===== config.mk =====
export PLATFORM = sky130hd
export DESIGN_NAME = cspt_serial_port
export DESIGN_NICKNAME = d
export VERILOG_FILES = /design/src/pkg/cspt_pkg.sv /design/src/rtl/cspt_serial_port.sv
export VERILOG_INCLUDE_DIRS = /design/src /design/src/pkg
export SDC_FILE = /design/constraint.sdc
export NUM_CORES = 1
export LEC_CHECK = 0
export CAP_MARGIN = 40
export CORE_ASPECT_RATIO = 0.7
export CORE_MARGIN = 8
export CORE_UTILIZATION = 50
export DETAILED_ROUTE_END_ITERATION = 16
export DONT_BUFFER_PORTS = 1
export HOLD_SLACK_MARGIN = 0.03
export SYNTH_ARGS = -nofsm -noshare
export SYNTH_HDL_FRONTEND = slang
export SYNTH_SLANG_ARGS = --single-unit

===== constraint.sdc =====
create_clock -name i_clock -period 6.91 [get_ports i_clock]
set_input_delay 1.382 -clock i_clock [delete_from_list [all_inputs] [get_ports i_clock]]
set_output_delay 1.382 -clock i_clock [all_outputs]
set_load 0.03 [all_outputs]

===== src/pkg/cspt_map.svh =====
`ifndef CSPT_MAP_SVH
`define CSPT_MAP_SVH
// ==========================================================================
// word and frame geometry
`define CSPT_WORD_BITS      16
`define CSPT_LAST_BIT       4'hf
`define CSPT_ADDR_BITS_END  4'h8
`define CSPT_LAST_SLOT      3'h7
`define CSPT_SLOT_LO        3'h2
`define CSPT_SLOT_HI        3'h5
// ==========================================================================
// hardwired multiprocessor addresses
`define CSPT_TXA_LO         8'h04
`define CSPT_TXA_HI         8'h20
`define CSPT_RXD_LO         8'h08
`define CSPT_RXD_HI         8'h40
`define CSPT_RXC_LO         8'h10
`define CSPT_RXC_HI         8'h80
`define CSPT_PROTOCOL       8'h00
// ==========================================================================
// control word fields and reset values
`define CSPT_SEL_MSB        15
`define CSPT_SEL_LSB        14
`define CSPT_RUN_BIT        12
`define CSPT_CTRL0_RESET    16'h0010
`define CSPT_CTRL1_RESET    16'h4030
`define CSPT_CTRL2_RESET    16'h8000
`define CSPT_CTRL3_RESET    16'hc000
// ==========================================================================
// control-load strobe period, in serial bit clocks minus one
`define CSPT_IDLE_DIV_LAST  4'hf
`endif


===== src/pkg/cspt_pkg.sv =====
package cspt_pkg;
	// ======================================================================
	// port configuration
	typedef enum logic [2:0] {
		CSPT_MODE_PASSIVE = 3'b001,
		CSPT_MODE_ACTIVE  = 3'b010,
		CSPT_MODE_TDM     = 3'b100
	} cspt_mode_type;
	// ======================================================================
	// link sequencer
	typedef enum logic [2:0] {
		CSPT_ST_IDLE = 3'b001,
		CSPT_ST_XFER = 3'b010,
		CSPT_ST_TDM  = 3'b100
	} cspt_state_type;
endpackage : cspt_pkg


===== src/rtl/cspt_serial_port.sv =====
`timescale 1ns/1ps
`include "cspt_map.svh"

module cspt_serial_port (
	input  wire logic        i_clock,
	input  wire logic        i_reset_n,
	input  wire logic        i_serial_bit_clock,
	input  wire logic        i_bus_frame_line,
	output logic             o_bus_frame_line,
	output logic             o_bus_frame_line_oe,
	input  wire logic        i_serial_data_in,
	output logic             o_serial_data_out,
	output logic             o_serial_data_out_oe,
	input  wire logic        i_serial_address_line,
	output logic             o_serial_address_line,
	output logic             o_serial_address_line_oe,
	input  wire logic        i_slot_select_pin,
	input  wire logic        i_mode_class_pin,
	input  wire logic        i_sample_tick,
	input  wire logic [15:0] i_capture_word,
	output logic [15:0]      o_playback_word,
	output logic             o_playback_full,
	output logic             o_status_flag,
	output logic             o_ctrl_write,
	output logic [15:0]      o_ctrl_reg0,
	output logic [15:0]      o_ctrl_reg1,
	output logic [15:0]      o_ctrl_reg2,
	output logic [15:0]      o_ctrl_reg3
);
	// ======================================================================
	// helpers
	function automatic logic addr_hit(input logic [7:0] a, input logic [7:0] b);
		addr_hit = |(a & b);
	endfunction : addr_hit
	function automatic logic [7:0] pick8(input logic sel, input logic [7:0] lo,
		input logic [7:0] hi);
		pick8 = sel ? hi : lo;
	endfunction : pick8

	// ======================================================================
	// reset release and input synchronisers
	logic rst_s1_r;
	logic rst_n_r;
	always_ff @(posedge i_clock or negedge i_reset_n) begin
		if (!i_reset_n) begin
			rst_s1_r <= 1'b0;
			rst_n_r  <= 1'b0;
		end else begin
			rst_s1_r <= 1'b1;
			rst_n_r  <= rst_s1_r;
		end
	end

	logic [5:0] pin_s1_r;
	logic [5:0] pin_s2_r;
	logic       bclk_d_r;
	always_ff @(posedge i_clock or negedge rst_n_r) begin
		if (!rst_n_r) begin
			pin_s1_r <= 6'h0b;
			pin_s2_r <= 6'h0b;
			bclk_d_r <= 1'b1;
		end else begin
			pin_s1_r <= {i_mode_class_pin, i_slot_select_pin, i_serial_address_line,
				i_serial_data_in, i_bus_frame_line, i_serial_bit_clock};
			pin_s2_r <= pin_s1_r;
			bclk_d_r <= pin_s2_r[0];
		end
	end

	wire bclk     = pin_s2_r[0];
	wire sync_in  = pin_s2_r[1];
	wire din      = pin_s2_r[2];
	wire addr_in  = pin_s2_r[3];
	wire slot_sel = pin_s2_r[4];
	wire mclass   = pin_s2_r[5];
	wire rise     = bclk & ~bclk_d_r;
	wire fall     = ~bclk & bclk_d_r;
	// ======================================================================
	// state
	cspt_pkg::cspt_state_type state_r;
	cspt_pkg::cspt_state_type state_nxt;
	logic [3:0]  bit_cnt_r;
	logic [3:0]  bit_cnt_nxt;
	logic [2:0]  slot_r;
	logic [2:0]  slot_nxt;
	logic [15:0] isr_r;
	logic [15:0] osr_r;
	logic [15:0] osr_nxt;
	logic [15:0] adr_sr_r;
	logic [15:0] adr_sr_nxt;
	logic [7:0]  rxa_r;
	logic        addr_low_r;
	logic        show_status_r;
	logic        show_status_nxt;
	logic        shift_due_r;
	logic        drive_en_r;
	logic        drive_en_nxt;
	logic [15:0] cap_word_r;
	logic        cap_full_r;
	logic [15:0] play_word_r;
	logic        play_full_r;
	logic        status_r;
	logic [15:0] ctrl_r [4];
	logic        ctrl_wr_r;
	logic        strobe_r;
	logic        pend_r;
	logic [3:0]  div_cnt_r;
	logic        prev_frame_r;

	// ======================================================================
	// mode and address decode
	cspt_pkg::cspt_mode_type mode;
	assign mode = mclass ? cspt_pkg::CSPT_MODE_TDM :
		(slot_sel ? cspt_pkg::CSPT_MODE_ACTIVE :
		cspt_pkg::CSPT_MODE_PASSIVE);
	wire is_tdm    = (mode == cspt_pkg::CSPT_MODE_TDM);
	wire is_active = (mode == cspt_pkg::CSPT_MODE_ACTIVE);
	wire run_bit   = ctrl_r[0][`CSPT_RUN_BIT];
	wire [7:0] tx_addr  = pick8(slot_sel, `CSPT_TXA_LO, `CSPT_TXA_HI);
	wire [7:0] rxd_addr = pick8(slot_sel, `CSPT_RXD_LO, `CSPT_RXD_HI);
	wire [7:0] rxc_addr = pick8(slot_sel, `CSPT_RXC_LO, `CSPT_RXC_HI);
	wire [2:0] own_slot = slot_sel ? `CSPT_SLOT_HI : `CSPT_SLOT_LO;
	// frame strobe as seen on rising edges; own strobe in active mode
	wire frame_now  = is_active ? strobe_r : sync_in;
	wire frame_fall = rise & prev_frame_r & ~frame_now;
	wire busy       = (state_r != cspt_pkg::CSPT_ST_IDLE);
	wire sample_bit = rise & busy & ~frame_fall;
	wire done       = sample_bit & (bit_cnt_r == `CSPT_LAST_BIT);
	wire [15:0] word_in = {isr_r[14:0], din};
	// address low on the current bit counts only inside the first 15 bits
	wire addr_low_eff = addr_low_r | (~addr_in & (bit_cnt_r != `CSPT_LAST_BIT));
	wire xfer_done = done & (state_r == cspt_pkg::CSPT_ST_XFER);
	wire tdm_done  = done & (state_r == cspt_pkg::CSPT_ST_TDM);
	wire data_hit  = addr_hit(rxa_r, rxd_addr);
	wire ctrl_hit  = addr_hit(rxa_r, rxc_addr);
	wire play_take = (xfer_done & ~addr_low_eff) | (tdm_done & data_hit);
	wire ctrl_take = (xfer_done & addr_low_eff) |
		(tdm_done & ~data_hit & ctrl_hit);
	wire next_own = tdm_done & (slot_r != `CSPT_LAST_SLOT) &
		((slot_r + 3'h1) == own_slot);
	wire start_pa = frame_fall & ~is_tdm;
	wire start_td = frame_fall & is_tdm;
	wire load_osr = start_pa | next_own;
	wire cap_take = load_osr & cap_full_r;

	// ======================================================================
	// link sequencer
	always_comb begin
		state_nxt       = state_r;
		bit_cnt_nxt     = bit_cnt_r;
		slot_nxt        = slot_r;
		osr_nxt         = osr_r;
		adr_sr_nxt      = adr_sr_r;
		show_status_nxt = show_status_r;
		drive_en_nxt    = drive_en_r;
		if (fall && shift_due_r) begin
			osr_nxt    = {osr_r[14:0], 1'b0};
			adr_sr_nxt = {1'b1, adr_sr_r[15:1]};
		end
		case (state_r)
			cspt_pkg::CSPT_ST_IDLE: begin
				if (rise && !addr_in && !is_tdm) begin
					show_status_nxt = 1'b1;
				end
			end
			cspt_pkg::CSPT_ST_XFER: begin
				if (sample_bit && !addr_in && bit_cnt_r != `CSPT_LAST_BIT) begin
					show_status_nxt = 1'b1;
				end
				if (done) begin
					state_nxt = cspt_pkg::CSPT_ST_IDLE;
				end else if (sample_bit) begin
					bit_cnt_nxt = bit_cnt_r + 4'h1;
				end
			end
			cspt_pkg::CSPT_ST_TDM: begin
				if (done) begin
					bit_cnt_nxt  = 4'h0;
					slot_nxt     = slot_r + 3'h1;
					drive_en_nxt = next_own;
					if (slot_r == `CSPT_LAST_SLOT) begin
						state_nxt = cspt_pkg::CSPT_ST_IDLE;
					end
				end else if (sample_bit) begin
					bit_cnt_nxt = bit_cnt_r + 4'h1;
				end
			end
			default: begin
				state_nxt = cspt_pkg::CSPT_ST_IDLE;
			end
		endcase
		if (start_pa) begin
			state_nxt       = cspt_pkg::CSPT_ST_XFER;
			bit_cnt_nxt     = 4'h0;
			show_status_nxt = 1'b0;
			osr_nxt         = cap_full_r ? cap_word_r : 16'h0000;
		end else if (start_td) begin
			state_nxt    = cspt_pkg::CSPT_ST_TDM;
			bit_cnt_nxt  = 4'h0;
			slot_nxt     = 3'h0;
			drive_en_nxt = 1'b0;
		end else if (next_own) begin
			osr_nxt    = cap_full_r ? cap_word_r : 16'h0000;
			adr_sr_nxt = cap_full_r ? {~`CSPT_PROTOCOL, ~tx_addr} :
				16'hffff;
		end
	end
	always_ff @(posedge i_clock or negedge rst_n_r) begin
		if (!rst_n_r) begin
			state_r       <= cspt_pkg::CSPT_ST_IDLE;
			bit_cnt_r     <= 4'h0;
			slot_r        <= 3'h0;
			osr_r         <= 16'h0000;
			adr_sr_r      <= 16'hffff;
			show_status_r <= 1'b0;
			drive_en_r    <= 1'b0;
		end else begin
			state_r       <= state_nxt;
			bit_cnt_r     <= bit_cnt_nxt;
			slot_r        <= slot_nxt;
			osr_r         <= osr_nxt;
			adr_sr_r      <= adr_sr_nxt;
			show_status_r <= show_status_nxt;
			drive_en_r    <= drive_en_nxt;
		end
	end

	// ======================================================================
	// receive shifters
	always_ff @(posedge i_clock or negedge rst_n_r) begin
		if (!rst_n_r) begin
			isr_r        <= 16'h0000;
			rxa_r        <= 8'h00;
			addr_low_r   <= 1'b0;
			shift_due_r  <= 1'b0;
			prev_frame_r <= 1'b1;
		end else begin
			if (rise) begin
				prev_frame_r <= frame_now;
			end
			if (frame_fall) begin
				addr_low_r  <= 1'b0;
				shift_due_r <= 1'b0;
			end else if (sample_bit) begin
				isr_r       <= word_in;
				addr_low_r  <= (bit_cnt_r == `CSPT_LAST_BIT) ? 1'b0 : addr_low_eff;
				shift_due_r <= (bit_cnt_r != `CSPT_LAST_BIT);
				if (bit_cnt_r < `CSPT_ADDR_BITS_END) begin
					rxa_r <= {~addr_in, rxa_r[7:1]};
				end
			end else if (fall) begin
				shift_due_r <= 1'b0;
			end
		end
	end

	// ======================================================================
	// buffers, status flag and control registers
	always_ff @(posedge i_clock or negedge rst_n_r) begin
		if (!rst_n_r) begin
			cap_word_r  <= 16'h0000;
			cap_full_r  <= 1'b0;
			play_word_r <= 16'h0000;
			play_full_r <= 1'b0;
			status_r    <= 1'b0;
			ctrl_wr_r   <= 1'b0;
			ctrl_r[0]   <= `CSPT_CTRL0_RESET;
			ctrl_r[1]   <= `CSPT_CTRL1_RESET;
			ctrl_r[2]   <= `CSPT_CTRL2_RESET;
			ctrl_r[3]   <= `CSPT_CTRL3_RESET;
		end else begin
			// codec event wins over a same-cycle clear
			if (i_sample_tick) begin
				cap_word_r <= i_capture_word;
				cap_full_r <= 1'b1;
				status_r   <= 1'b1;
			end else begin
				cap_full_r <= cap_full_r & ~cap_take;
				status_r   <= status_r & ~(cap_take | play_take);
			end
			if (play_take) begin
				play_word_r <= word_in;
				play_full_r <= 1'b1;
			end else if (i_sample_tick) begin
				play_full_r <= 1'b0;
			end
			ctrl_wr_r <= ctrl_take;
			if (ctrl_take) begin
				ctrl_r[word_in[`CSPT_SEL_MSB:`CSPT_SEL_LSB]] <= word_in;
			end
		end
	end

	// ======================================================================
	// active-mode strobe generator, changes on falling bit clock
	always_ff @(posedge i_clock or negedge rst_n_r) begin
		if (!rst_n_r) begin
			strobe_r  <= 1'b1;
			pend_r    <= 1'b0;
			div_cnt_r <= 4'h0;
		end else begin
			if (i_sample_tick) begin
				pend_r <= 1'b1;
			end else if (fall) begin
				pend_r <= 1'b0;
			end
			if (fall) begin
				div_cnt_r <= div_cnt_r + 4'h1;
				if (!is_active) begin
					strobe_r <= 1'b1;
				end else if (run_bit) begin
					strobe_r <= ~pend_r;
				end else begin
					strobe_r <= (div_cnt_r != `CSPT_IDLE_DIV_LAST);
				end
			end
		end
	end

	// ======================================================================
	// outputs
	assign o_bus_frame_line         = strobe_r;
	assign o_bus_frame_line_oe      = is_active;
	assign o_serial_data_out        = (show_status_r & ~is_tdm) ? status_r : osr_r[15];
	assign o_serial_data_out_oe     = is_tdm ? drive_en_r : 1'b1;
	assign o_serial_address_line    = adr_sr_r[0];
	assign o_serial_address_line_oe = is_tdm & drive_en_r;
	assign o_playback_word          = play_word_r;
	assign o_playback_full          = play_full_r;
	assign o_status_flag            = status_r;
	assign o_ctrl_write             = ctrl_wr_r;
	assign o_ctrl_reg0              = ctrl_r[0];
	assign o_ctrl_reg1              = ctrl_r[1];
	assign o_ctrl_reg2              = ctrl_r[2];
	assign o_ctrl_reg3              = ctrl_r[3];
endmodule : cspt_serial_port


# After elaboration in Yosys (flattened, before gate mapping)

Cells that the tools add are included.

Output and inout port bits: 89
Bits in registers: 191
Input port bits: 25
Logic and storage cells: 179

Reduce and logical (&&, ||, !) cells: 21
Add/sub/neg operators: 3
Eq/ne operators: 19
Bitwise operators: 44
Multiplexer cells: 59
Order comparisons: 3

Operators by type and width:

| cell                                                                  | count |
|---|---|
| 16-bit two-way mux                                                    | 10 |
| 64-bit bitwise mux                                                    | 1 |
| 3-bit two-way mux                                                     | 11 |
| 16-bit demux with 2-bit select                                        | 1 |
| 1-bit AND                                                             | 24 |
| 1-bit two-way mux                                                     | 23 |
| 4-bit two-way mux                                                     | 5 |
| 4-bit != test, second input constant                                  | 5 |
| 8-bit two-way mux                                                     | 2 |
| 8-bit OR reduction                                                    | 2 |
| 1-bit NOT                                                             | 11 |
| 3-bit equality test, second input constant                            | 3 |
| 3-bit != test, second input constant                                  | 3 |
| 3-bit one-hot mux with 3 select lines                                 | 1 |
| 4-bit by 1-bit adder with 4-bit output, second input constant         | 2 |
| 8-bit by 7-bit AND with 8-bit output                                  | 1 |
| 8-bit AND                                                             | 1 |
| 6-bit NOT with 8-bit output                                           | 1 |
| 4-bit one-hot mux with 2 select lines                                 | 1 |
| 7-bit two-way mux                                                     | 1 |
| 3-bit by 2-bit equality test with 1-bit output, second input constant | 2 |
| 1-bit logical AND                                                     | 6 |
| 6-bit two-way mux                                                     | 1 |
| 3-bit AND reduction                                                   | 2 |
| other kinds (20)                                                      | 29 |

# Depth between registers and ports, before layout

Word-level depth: 18
Depth in mapped cells: 8
Mapped depth without buffers: 7

# Worst setup path before layout

No wires, ideal clock.

Path kind: register to output
Start point: register pin_s2_r[5]
End point: output port o_serial_data_out
Cell stages (with the launch flop): 4
Data required time: 5,528 ps
Buffers on the path: 1
Arrival: 1,032 ps
Path slack: 4,496 ps
Cell sequence: dfrtp_1 > buf_2 > nor2b_1 > mux2_2

Longest elaborated chain between the ends: 5

RTL lines:

| element                | RTL line                | RTL |
|---|---|---|
| from (decl)            | cspt_serial_port.sv:55  | `logic [5:0] pin_s2_r;` |
| from (signal assigned) | cspt_serial_port.sv:65  | `pin_s2_r <= pin_s1_r;` |
| 3-bit two-way mux      | cspt_serial_port.sv:113 | `assign mode = mclass ? cspt_pkg::CSPT_MODE_TDM :` |
| 3-bit equality test    | cspt_serial_port.sv:116 | `wire is_tdm = (mode == cspt_pkg::CSPT_MODE_TDM);` |
| 1-bit NOT              | cspt_serial_port.sv:324 | `assign o_serial_data_out = (show_status_r & ~is_tdm) ? status_r : osr_r[15];` |
| 1-bit AND              | cspt_serial_port.sv:324 |  |
| 1-bit two-way mux      | cspt_serial_port.sv:324 |  |
| to (decl)              | cspt_serial_port.sv:12  | `output logic o_serial_data_out,` |

No other way between the ends.

# Worst setup path in the final report

Same ends and word-level chain as after synthesis.

==> flow_summary_export.csv <==
group,metric,value,unit
layout,drive_gt1_frac,0.337,
die,die-area,19900,sq um
clocking,clkSinkCount,188,
synthesis,yosysWarnings,0,
sta,rsz0062_at_grt,"false",
synthesis,syn_area,7810,sq um
die,start_util,0.507,
route,wl_per_cell,19.8,um
sta,final.setup.worst_slack,3.91,ns
global_routing,antenna_found_initial,0,
global_routing,grt_overflow_total,0,
placed_design,place_congestion,0.778,
clocking,path_clk_slew,0.07,ns
sta,report.final.hold_viol_count,0,
clocking,cts_resized,0,
sta,final-setup-viol-count,0,
sta,tns,0,ns
layout,fillCellCount,1245,
route,avgViaCountPerCell,5.52,
global_routing,grt_pass1_wl,24800,um
pwr,ir_worst_vdd,126,uV
clocking,htree_levels,4,
setup_path,path_max_fanout,10,
sta,relSlewSlack,0.426,
setup_path,cp.arrival,1.62,ns
setup_path,start_kind,"register",
clocking,hold_buffers,0,
clocking,cts_tree,"done",
setup_path,path_class,"reg -> out",
layout,syn_to_final_growth,10.1,%
clocking,cts_inserted_buffers,17,
placed_design,hpwl,10700,um
layout,antenna_cells,0,
global_routing,grt_max_degree,73,
synthesis,avgSynthCellArea,13.7,sq um
setup_path,critical_path_required,5.53,ns
setup_path,worst_setup_path_end_kind,"output pin",
global_routing,grt_pass1_vias,4354,
synthesis,synth_nets,599,
sta,fmax,333,MHz
pwr,p_leak,4.22,nW
placed_design,port_buffers,0,
layout,fin_nets,598,
synthesis,synthFlopType,"dfrtp_1",
die,fp.dieW,165,um
route,drc,0,
route,vias,4320,
route,wl,15500,um
sta,skew,0.0103,ns
worst_hold_path,min_path_type,"reg -> async",
synthesis,synth_edf_count,0,
job,max-cap-violations,0,
sta,worstMarginPinSlew,0.861,ns
clocking,clk_latency,0.43,ns
route,ant_nets,0,
route,first_pass_iters,5,
die,fp-row-count,38,
global_routing,grtUsageTotal,0.161,
synthesis,synth_cell_types,59,
sta,final.period_utilization,0.434,
synthesis,synthCells,570,
die,die_height,121,um
sta,maxSlewViolCount,0,
die,pin_count,114,
status,status,"completed",
sta,fin_crit,3.00,ns
synthesis,ys_seq_elements,188,
synthesis,async_flop_share,1.00,
setup_path,r2r_slack,4.26,ns
die,coreArea,15400,sq um
route,drt_iter0_markers,288,
placed_design,pre_cts_ws,4.05,ns
clocking,cts_root_buf,"clkbuf_16",
synthesis,yosysSeqAreaShare,0.608,
clocking,cts_setup_buffers,0,
clocking,cts.path.max_buffers,2,
pwr,power-per-cell-area,289,nW/um^2
==> final cells by class <==
type                       instances  area, sq um  area share
tap                              200          250      0.0291
inverter                           6         22.5     0.00262
timing repair buffer              10          163      0.0189
clock inverter                    15          154      0.0179
clock buffer                      17          425      0.0495
multi-input combinational        346         2840       0.330
sequential                       188         4750       0.552
==> registers in the layout (all words and copies together) (netlist names), 5 cells and up <==
register and flops:
osr_r 16, adr_sr_r 16, pin_s2_r 6, o_ctrl_reg1 16
cap_word_r 16, rxa_r 5, o_ctrl_reg0 16, o_ctrl_reg2 16
o_playback_word 16, pin_s1_r 6, o_ctrl_reg3 16, isr_r 15
==> metal layers <==
metal | share of wire | track usage
met4 | 0.012 | 0.0562
met1 | 0.48 | 0.224
met2 | 0.44 | 0.230
met5 | 0 | 0
met3 | 0.069 | 0.0543
==> power breakdown <==
group	total, W	internal (W)	switching (W)
clock	0.000951	0.000510	0.000441
combinational	0.000203	0.0000992	0.000104
sequential	0.00133	0.00124	0.0000956
total	0.00248	0.00184	0.000640
==> synth_stat cells, types with 4 or more instances <==
cell type	instances	area [sq um]
nor3_1	4	20.0
nand3_1	21	105
mux2_4	24	360
a21oi_1	7	35.0
dfrtp_1	155	3880
inv_1	6	22.5
nor2_1	10	37.5
ha_1	4	50.1
clkbuf_1	15	56.3
or3_1	4	25.0
nand2_1	66	248
mux2_2	84	946
nor2b_1	6	37.5
dfstp_2	33	867
and2_1	4	25.0
buf_2	6	30.0
buf_6	5	56.3
o21ai_0	14	70.1
mux2i_1	34	340
nand2b_1	4	25.0
==> cells in the final DEF, fill, tap and decap left out, types with 6 or more instances in the layout <==
| master | instances |
|---|---|
| dfrtp_1 | 154 |
| mux2_2 | 84 |
| nand2_1 | 66 |
| mux2i_1 | 34 |
| dfstp_2 | 33 |
| mux2_4 | 24 |
| nand3_1 | 21 |
| clkbuf_16 | 17 |
| o21ai_0 | 14 |
| nor2_1 | 10 |
| a21oi_1 | 7 |
| inv_1 | 6 |
| nor2b_1 | 6 |
==> critical path, stage by stage (launching register included) <==
cell     delay [ns]
dfrtp_1        0.53
nor2b_1        0.22
mux2_2         0.45
==> worst paths after layout <==
kind / startpoint / end / cells past startpoint
min in group i_clock: pin_s1_r[2] / pin_s2_r[2] / 0
worst max-delay path: pin_s2_r[5] / o_serial_data_out / 2
worst max register to register: slot_r[0] / adr_sr_r[2] / 7
max in group asynchronous: rst_n_r / o_playback_word[10] / 2
worst min-delay path: rst_n_r / o_ctrl_reg3[1] / 0
worst min register to register: rst_n_r / o_ctrl_reg3[1] / 0
==> cell families after synthesis <==
kind of cell    synth area share
other cells             0.000480
xor+xnor                 0.00449
compound gates            0.0429
flops                      0.608
buf+inv                   0.0293
mux                        0.211
fa+ha+maj                0.00641
simple gates              0.0979
==> per-stage QoR <==
stage	hold slack (ns)	std cells	area [sq um]	utilization	power [W]
after floorplan	0.331	570	7810	-	0.00149
after global placement	0.332	743	7880	0.512	0.00154
after detailed placement	0.267	749	8010	0.520	0.00156
after CTS	0.274	781	8590	0.558	0.00252
after global routing	0.300	782	8600	0.558	0.00260
final	0.257	782	8600	0.558	0.00248
(Power assumes the default switching activity.)
